==> src/logic/acsc_pkg.sv <==
// package for the conversion-start control block
package acsc_pkg;
  localparam int ACSC_DATA_W = 16;
  // conversion phase length in cycles (plain default, internal clock)
  localparam logic [7:0] ACSC_CONV_CYCLES = 8'h28;
  // acquisition phase length in cycles
  localparam logic [7:0] ACSC_ACQ_CYCLES = 8'h0A;
  localparam logic [4:0] ACSC_BIT_COUNT = 5'h10;
  // idle pin levels held by the synchronisers in reset: active-low strobes high, rest low
  localparam logic [7:0] ACSC_CTRL_IDLE = 8'hE0;

  typedef enum logic [4:0] {
    ACSC_ACQ = 5'h01,
    ACSC_WAIT_EDGE = 5'h02,
    ACSC_CONV = 5'h04,
    ACSC_IDLE_PD = 5'h08,
    ACSC_ARMED = 5'h10
  } acsc_state_e;

  // host control strobes, as seen at the pins
  typedef struct packed {
    logic conversion_start_n;
    logic cs_n;
    logic rd_n;
    logic reset;
    logic power_down_request;
    logic serial_mode;
    logic serial_clock_source_select;
    logic sclk;
  } acsc_ctrl_s;
endpackage : acsc_pkg

==> src/logic/acsc_top.sv <==
// conversion-start, power-down and output-enable control
// Functional notes
// - Output bus driven only while chip select and read are both low.
// - Chip select gates the external serial clock; edges ignored while high.
// - Reset high resets logic and aborts conversion, dropping its result.
// - Power-down lets current conversion finish, then blocks new ones.
// - Start high at acquisition end: wait for falling edge, then convert.
// - Start already low at acquisition end: convert at once.
// - Busy high from conversion start until result latched into shift register.
// - Unfinished external-clock serial read at completion: discard, pulse error flag.
module acsc_top (
  input wire logic clk,
  input wire logic reset_n,
  input wire logic ce,
  input wire acsc_pkg::acsc_ctrl_s ctrl,
  input wire logic [acsc_pkg::ACSC_DATA_W-1:0] conv_result,
  output logic busy,
  output logic sample_hold,
  output logic powered_down,
  output logic [acsc_pkg::ACSC_DATA_W-1:0] data_out,
  output logic data_oe_n,
  output logic sdout,
  output logic incomplete_read_flag
);
  import acsc_pkg::*;

  acsc_ctrl_s sync_q;
  acsc_state_e state_r;
  acsc_state_e state_nxt;
  logic [7:0] cnt_r;
  logic [7:0] cnt_nxt;
  logic start_d_r;
  logic sclk_d_r;
  logic [ACSC_DATA_W-1:0] shift_r;
  logic [4:0] bits_r;
  logic read_busy_r;

  // every pin input crosses two flops
  acsc_sync #(.W($bits(acsc_ctrl_s)), .RST_VAL(ACSC_CTRL_IDLE)) u_sync (
    .clk(clk),
    .reset_n(reset_n),
    .ce(ce),
    .d(ctrl),
    .q(sync_q)
  );

  // decoded conditions
  wire dev_reset = sync_q.reset;
  wire start_low = !sync_q.conversion_start_n;
  wire start_fall = start_d_r && !sync_q.conversion_start_n;
  wire cnt_done = (cnt_r == 8'h00);
  wire bus_enable = !sync_q.cs_n && !sync_q.rd_n;
  wire ext_clk_mode = sync_q.serial_mode && sync_q.serial_clock_source_select;
  wire sclk_gated = sync_q.sclk && !sync_q.cs_n;
  wire sclk_rise = sclk_gated && !sclk_d_r;
  wire conv_finish = (state_r == ACSC_CONV) && cnt_done;
  wire read_open = read_busy_r && (bits_r != 5'h00);
  wire rd_error = conv_finish && ext_clk_mode && read_open;

  // conversion sequencer
  always_comb
  begin
    state_nxt = state_r;
    cnt_nxt = cnt_done ? 8'h00 : cnt_r - 8'h01;
    case (state_r)
      ACSC_ACQ:
      begin
        if (cnt_done)
        begin
          if (sync_q.power_down_request)
            state_nxt = ACSC_IDLE_PD;
          else if (start_low)
            state_nxt = ACSC_ARMED;
          else
            state_nxt = ACSC_WAIT_EDGE;
        end
      end
      ACSC_WAIT_EDGE:
      begin
        if (sync_q.power_down_request)
          state_nxt = ACSC_IDLE_PD;
        else if (start_fall)
          state_nxt = ACSC_ARMED;
      end
      ACSC_ARMED:
      begin
        state_nxt = ACSC_CONV;
        cnt_nxt = ACSC_CONV_CYCLES;
      end
      ACSC_CONV:
      begin
        if (cnt_done)
        begin
          state_nxt = ACSC_ACQ;
          cnt_nxt = ACSC_ACQ_CYCLES;
        end
      end
      ACSC_IDLE_PD:
      begin
        if (!sync_q.power_down_request)
        begin
          state_nxt = ACSC_ACQ;
          cnt_nxt = ACSC_ACQ_CYCLES;
        end
      end
      default:
      begin
        state_nxt = ACSC_ACQ;
        cnt_nxt = ACSC_ACQ_CYCLES;
      end
    endcase
  end

  // state registers; device reset pin aborts like the system reset
  always_ff @(posedge clk)
  begin
    if (!reset_n || (ce && dev_reset))
    begin
      state_r <= ACSC_ACQ;
      cnt_r <= ACSC_ACQ_CYCLES;
      busy <= 1'b0;
      sample_hold <= 1'b0;
      powered_down <= 1'b0;
    end
    else if (ce)
    begin
      state_r <= state_nxt;
      cnt_r <= cnt_nxt;
      busy <= (state_nxt == ACSC_CONV);
      sample_hold <= (state_nxt == ACSC_CONV);
      powered_down <= (state_nxt == ACSC_IDLE_PD);
    end
  end

  // edge history for start strobe and raw serial clock; a chip-select fall is no clock edge
  always_ff @(posedge clk)
  begin
    if (!reset_n)
    begin
      start_d_r <= 1'b1;
      sclk_d_r <= 1'b0;
    end
    else if (ce)
    begin
      start_d_r <= sync_q.conversion_start_n;
      sclk_d_r <= sync_q.sclk;
    end
  end

  // result shift register, loaded when a conversion ends
  always_ff @(posedge clk)
  begin
    if (!reset_n || (ce && dev_reset))
    begin
      shift_r <= '0;
      bits_r <= 5'h00;
      read_busy_r <= 1'b0;
    end
    else if (ce)
    begin
      if (conv_finish)
      begin
        shift_r <= conv_result;
        bits_r <= ACSC_BIT_COUNT;
        read_busy_r <= 1'b0;
      end
      else if (ext_clk_mode && bus_enable && sclk_rise && bits_r != 5'h00)
      begin
        shift_r <= {shift_r[ACSC_DATA_W-2:0], 1'b0};
        bits_r <= bits_r - 5'h01;
        read_busy_r <= 1'b1;
      end
    end
  end

  // pin outputs
  always_ff @(posedge clk)
  begin
    if (!reset_n)
    begin
      data_out <= '0;
      data_oe_n <= 1'b1;
      sdout <= 1'b0;
      incomplete_read_flag <= 1'b0;
    end
    else if (ce)
    begin
      data_out <= sync_q.serial_mode ? '0 : shift_r;
      data_oe_n <= !bus_enable;
      sdout <= sync_q.serial_mode && bus_enable && shift_r[ACSC_DATA_W-1];
      incomplete_read_flag <= rd_error && !dev_reset;
    end
  end
endmodule : acsc_top

==> src/logic/acsc_sync.sv <==
// two-flop synchroniser bank for pin inputs
module acsc_sync #(
  parameter int W = 8,
  parameter logic [W-1:0] RST_VAL = '0
) (
  input wire logic clk,
  input wire logic reset_n,
  input wire logic ce,
  input wire logic [W-1:0] d,
  output logic [W-1:0] q
);
  logic [W-1:0] meta_r;

  // first flop feeds only the second
  always_ff @(posedge clk)
  begin
    if (!reset_n)
    begin
      meta_r <= RST_VAL; // idle levels, so no false enable or edge after reset
      q <= RST_VAL;
    end
    else if (ce)
    begin
      meta_r <= d;
      q <= meta_r;
    end
  end
endmodule : acsc_sync

==> config.mk <==
export PLATFORM = sky130hd
export DESIGN_NAME = acsc_top
export DESIGN_NICKNAME = d
export VERILOG_FILES = /design/src/logic/acsc_pkg.sv /design/src/logic/acsc_top.sv /design/src/logic/acsc_sync.sv
export SDC_FILE = /design/constraint.sdc
export NUM_CORES = 1
export LEC_CHECK = 0
export ABC_AREA = 1
export BUFFER_PORTS_ARGS = -buffer_cell sky130_fd_sc_hd__buf_2
export CORE_MARGIN = 1.5
export CORE_UTILIZATION = 30
export DETAILED_ROUTE_END_ITERATION = 7
export HOLD_SLACK_MARGIN = 0.03
export PLACE_DENSITY_LB_ADDON = 0.1
export SYNTH_ARGS = -nofsm -noshare
export SYNTH_HDL_FRONTEND = slang
export SYNTH_HIERARCHICAL = 1
export SYNTH_SLANG_ARGS = --single-unit
==> constraint.sdc <==
create_clock -name clk -period 2.8 [get_ports clk]
set_clock_uncertainty 0.15 [all_clocks]
set_input_delay 0.28 -clock clk [delete_from_list [all_inputs] [get_ports clk]]
set_output_delay 0.28 -clock clk [all_outputs]
set_load 0.01 [all_outputs]
==> results.yml, run 1 <==
outcome:
  status: "complete, no violations"
routing:
  drt-vias-per-instance: 4.62
  wirelength_met1_um: 4560
  dr_wl_met3_um: 302
  num_vias: 3265
  first_pass_iters: 4
  avgRoutedWirePerCell_um: 12.8
  drtIter0Drc: 115
  drc: 0
  ant_nets: 0
  totalWireLength_um: 9070
  top_layer: "met4"
  met2WireLength_um: 4100
critical_path:
  cp.arrival_ps: 2050
  required_ps: 2930
  path_max_fanout: 22
  reg2reg_depth: 10
  start_kind: "flop"
  cpPeakStageDelay_ps: 290
  critical_path_class: "flop to flop"
  cpMaxStageDelayCell: "dfxtp_1"
  path_cells: "inv_1 -> ha_1 -> nand2_2 -> nor2_8 -> nand2_4 -> inv_4 -> nand2_1 -> nand2_1 -> nor2_1 -> nor2_1"
  reg2reg_slack_ps: 870
  cp-end-kind: "flop"
power:
  p_clk_frac: 0.434
  peakVddDrop_uv: 286
  p_leak_nw: 1.99
  p_int_mw: 1.79
  comb_power_share: 0.101
  finalPower_mw: 2.40
  p_sw_frac: 0.255
  power.density_nw_per_um2: 581
  switchingPower_uw: 612
  pwr-share-seq: 0.465
grt:
  grt_max_degree: 33
  overflow: 0
  grt_pass1_wl_um: 15200
  antenna_found_initial: 0
  grt_usage: 0.152
  grt_pass1_vias: 3063
synthesis:
  ys_seq_elements: 74
  syn-cell-area_um2: 3550
  yosysTopAreaCellShare: 0.417
  yosysTopAreaCell: "dfxtp_1"
  synthTopCellsByArea: "dfxtp_1 (42%), nand2_1 (13%), nor2_1 (9.0%)"
  ys_warn_count: 6
  synth_cells: 518
  seq_area_frac_synth: 0.417
  synth.distinct_cells: 32
  synth_fp_nets: 548
  syn_area_per_cell_um2: 6.86
timing:
  worst-slew-pin-transition_ps: 604
  period_share: 0.688
  rsz0062_at_grt: "no"
  finalMaxSlewViolations: 0
  hold_viol: 0
  timing.fmax_mhz: 519
  tns_ps: 0
  setup_viol: 0
  timing.slew.headroom: 0.597
  min_period_ps: 1930
  finalHoldWorstSlack_ps: 82.1
clock_tree:
  cts_buffers: 9
  cts_tree: "built"
  cts.sinks: 74
  clk_latency_ps: 340
  htreeDepth: 3
  path_clk_slew_ps: 60
  max-clock-path-buffers: 2
  cts_root_buf: "clkbuf_16"
  cts_setup_buffers: 0
cells_and_area:
  diodes: 0
  finalNonFillerCells: 707
  drive_above_1_share: 0.168
  final_nets: 591
  area_growth_pct: 16.4
  final_util: 0.361
floorplanning:
  io_pins: 49
  core.rowCount: 39
  initial_core_util: 0.310
  chipHeight_um: 112
  core_um2: 11500
  die_x_um: 112
  dieArea_um2: 12500
min_path:
  hp-class: "primary input to flop"
  min_path_cells: 5
place:
  dp.cells: 690
  place_hpwl_um: 6240
  place_congestion: 0.786
  io_buffer_count: 48
run:
  maxCapViolCount: 0
-- cells by family (layout without fill, tap and decap cells) --
family                     Yosys count  in the layout  share of synthesized area
and+or+nand+nor                    274            274                      0.333
AOI/OAI and AO/OA                   88             88                      0.125
DFF                                 74             74                      0.417
xor gates and xnor gates             5              5                     0.0123
adders and majority gates            3              3                     0.0106
buffers and inverters               74            120                      0.102
-- worst paths after layout --
kind                                         end              from
worst min register to register  u_sync/meta_r[6]  u_sync/meta_r[6]
worst min-delay path            u_sync/meta_r[3]           ctrl[3]
worst max-delay path                  shift_r[9]          cnt_r[0]
worst max register to register        shift_r[9]          cnt_r[0]
-- flip-flops by register name, indices dropped and copies added (netlist names), 5 cells and up --
signal and count:
cnt_r 8, data_out 16, bits_r 5, u_sync/q 8, state_r 5, u_sync/meta_r 8
shift_r 16
-- cell type report --
type                            count  area, um^2
Multi-Input combinational cell    370        1710
Fill cell                        1263        7330
Clock inverter                      3        17.5
Clock buffer                       11         243
Inverter                           48         183
Sequential cell                    74        1480
Timing Repair Buffer               58         323
Tap cell                          143         179
-- synth_stat cells, drive strengths merged --
| cell | n |
|---|---|
| nor3b | 1 |
| o21ai | 44 |
| xor2 | 4 |
| nor3 | 2 |
| nand3 | 30 |
| nand2 | 133 |
| a21oi | 43 |
| dfxtp | 74 |
| ha | 3 |
| buf | 19 |
| o211ai | 1 |
| nand3b | 2 |
| xnor2 | 1 |
| nand4 | 7 |
| nor2 | 98 |
| clkbuf | 7 |
| or2 | 1 |
| inv | 48 |
-- critical path, delay by kind of cell (launching register included) --
family | cells | cell delay [ps]
AND/OR/NAND/NOR | 7 | 790
buffers and inverters | 2 | 360
flip-flops | 1 | 290
adder cells (fa/ha/maj) | 1 | 250
-- routing by layer --
layer	vias up	GRT usage
met3	9	0.0430
li1	1723	-
met4	0	0.0456
met1	1497	0.204
met5	-	0
met2	36	0.238
-- power by group through the flow --
stage               logic (mW)  clock network, mW  registers [mW]
floorplan                0.164                  0            1.14
global placement         0.241                  0            1.14
detailed placement       0.241                  0            1.14
CTS                      0.246               1.08            1.12
global route             0.280               1.10            1.12
finish                   0.241               1.04            1.12
-- stage by stage --
step           cell area (um^2)  worst slack [ps]
2_1_floorplan              3550              1150
3_3_place_gp               3840               904
3_5_place_dp               3840               861
4_1_cts                    4130               850
5_1_grt                    4130               659
6_report                   4130               874
-- timing repair --
action,CTS,global route
hold buffers,3,0
endpoints found under the setup margin,0,0
gates resized for setup,0,0
hold endpoints to repair,3,0
-- cell usage in the layout, fill, tap and decap left out --
cell type      Yosys  final
dfxtp_1           74     74
nand3b_1           2      2
nand2_2            6      6
nand3_2            1      1
clkbuf_8           0      1
ha_1               3      3
nor2_8             1      1
o211ai_1           1      1
nor2_1            85     85
nand2_1          126    126
xor2_1             4      4
a21oi_1           43     43
nor3_1             2      2
clkbuf_1           6      1
nand4_1            7      7
clkinvlp_4         0      1
o21ai_1            3      3
buf_2              7     48
or2_0              1      1
inv_4              1      1
o21ai_0           41     41
nor3b_1            1      1
buf_4              2      7
clkinv_2           0      2
inv_1             42     42
clkbuf_16          0      9
nor2_4             2      2
xnor2_1            1      1
dlygate4sd3_1      0      3
inv_2              5      5
nor2_2            10     10
nand2_4            1      1
nand3_1           29     29
Power figures use the tool's default switching activity.
==> inputs of run 2 (changes only) <==
clock period = 1.7 ns   (was 2.8 ns; I/O delays follow)
==> run 2 against run 1 <==
  * Final cell count rose by 5.4%
  * Sequential share of layout area fell by 3.2 points
  * Largest power group unchanged
  * Global-route usage rose by 1.2 points
  * Sequential power rose by 64%
  * Maximum frequency rose by 22%
  * Core utilization rose by 3.6 points
  * Final area rose by 9.9%
  * Non-clock buffer count rose by 36
  * Wire length rose by 4.4%
  * Register-to-register slack got worse by 750 ps
==> results.yml, run 2 (synthesis results as in run 1) <==
outcome:
  status: "complete, no violations"
cells_and_area:
  reg_top3: "data_out (16), shift_r (16)"
  mostFrequentLayoutCells: "nand2_1 (126), nor2_1 (84), dfxtp_1 (73)"
  drive_above_1_share: 0.196
  nFillCells: 1218
  final_nets: 627
  finalNonFillerCells: 745
  diodes: 0
  final_common_cell: "nand2_1"
  area_growth_pct: 27.9
  seq_area_um2: 1480
  multi_input_area_um2: 1750
power:
  peakVddDrop_uv: 489
  finalPower_mw: 4.06
  power.density_nw_per_um2: 895
  p_leak_nw: 2.17
routing:
  first_pass_iters: 4
  ant_nets: 0
  drtIter0Drc: 150
  avgRoutedWirePerCell_um: 12.7
  num_vias: 3433
  totalWireLength_um: 9470
  drc: 0
  drt-vias-per-instance: 4.61
min_path:
  hp-class: "primary input to flop"
  min_path_cells: 3
  hp-start: "ce"
  hold_end: "u_sync/meta_r[3]"
clock_tree:
  clk_latency_ps: 340
  max-clock-path-buffers: 2
  cts.sinks: 74
  path_clk_slew_ps: 60
  cts_buffers: 9
  cts_tree: "built"
  cts_root_buf: "clkbuf_16"
  htreeDepth: 3
timing:
  hold_viol: 0
  tns_ps: 0
  setup_viol: 0
  timing.slew.headroom: 0.757
  finalHoldWorstSlack_ps: 83.1
  worst-slew-pin-transition_ps: 363
  finalMaxSlewViolations: 0
  min_period_ps: 1580
  fin_ws_ps: 120
  timing.fmax_mhz: 633
  period_share: 0.929
grt:
  grt_pass1_wl_um: 16200
  antenna_found_initial: 0
  overflow: 0
  grt_usage: 0.164
  grt_max_degree: 33
  grt_pass1_vias: 3321
critical_path:
  cp.arrival_ps: 1650
  r2r_end: "cnt_r[6]"
  reg2reg_slack_ps: 120
  critical_path_class: "flop to flop"
  reg2reg_depth: 5
  start_kind: "flop"
  required_ps: 1770
  r2r-start: "state_r[2]"
  path_max_fanout: 5
  cp-end-kind: "flop"
floorplanning:
  core_um2: 11500
  core.rowCount: 39
  die_x_um: 112
  initial_core_util: 0.310
  chipHeight_um: 112
  io_pins: 49
  dieArea_um2: 12500
place:
  io_buffer_count: 48
  dp.cells: 703
  place_congestion: 0.838
  place_worst_setup_slack_ps: -26.4
  place_hpwl_um: 6440
run:
  maxCapViolCount: 0
[run 2: cell types whose count changed in the layout (fill, tap and decap cells not counted), sizes merged]
cell,before,now
clkbuf,11,13
clkinvlp,1,0
buf,55,69
clkinv,2,3
dlygate4sd3,3,25
[run 2: power by group]
| group | internal (mW) | switching, mW |
|---|---|---|
| clock | 1.02 | 0.722 |
| sequential | 1.80 | 0.0423 |
| combinational | 0.201 | 0.278 |
| total | 3.02 | 1.04 |
[run 2: repair_timing]
item / in CTS / in global routing
pin swaps: 0 / 9
endpoints found under the setup margin: 6 / 31
hold buffers: 25 / 0
resized for setup: 1 / 21
endpoints found under the hold margin: 28 / 0
buffers inserted: 0 / 1
[run 2: layout make-up]
type | count | area share
clock buffer | 13 | 0.0551
inverter | 48 | 0.0413
multi-input combinational | 370 | 0.385
tap | 143 | 0.0394
sequential | 74 | 0.326
timing repair buffer | 94 | 0.150
clock inverter | 3 | 0.00331
[run 2: routing by layer]
| metal | vias to the layer above | GRT usage | wire length [um] |
|---|---|---|---|
| li1 | 1799 | - | - |
| met1 | 1556 | 0.215 | 4660 |
| met2 | 65 | 0.260 | 4280 |
| met3 | 13 | 0.0408 | 363 |
| met4 | 0 | 0.0641 | 167 |
| met5 | - | 0 | 0 |
[run 2: how the worst max path moves through the flow]
stage               slack (ps)  cells after the start  startpoint    endpoint
global placement            20                      9    cnt_r[1]   bits_r[0]
finish                     120                      5  state_r[2]    cnt_r[6]
global route                -5                      9    cnt_r[1]    cnt_r[4]
floorplan                   50                     10    cnt_r[0]  shift_r[1]
CTS                         30                      9    cnt_r[1]  shift_r[1]
detailed placement         -30                      9    cnt_r[1]   bits_r[0]
[run 2: worst max-delay path, cell delays in order, from the launching register on]
cell     delay [ps]
dfxtp_1         410
nor2_1          110
nand3_1         150
nand4_1         310
nand3_1         250
a21oi_1          80
[run 2: metrics by stage]
| step | area (um^2) | utilization |
|---|---|---|
| after global routing | 4540 | 0.396 |
| after global placement | 3950 | 0.345 |
| final | 4540 | 0.396 |
| after CTS | 4470 | 0.390 |
| after floorplan | 3550 | - |
| after detailed placement | 3950 | 0.345 |
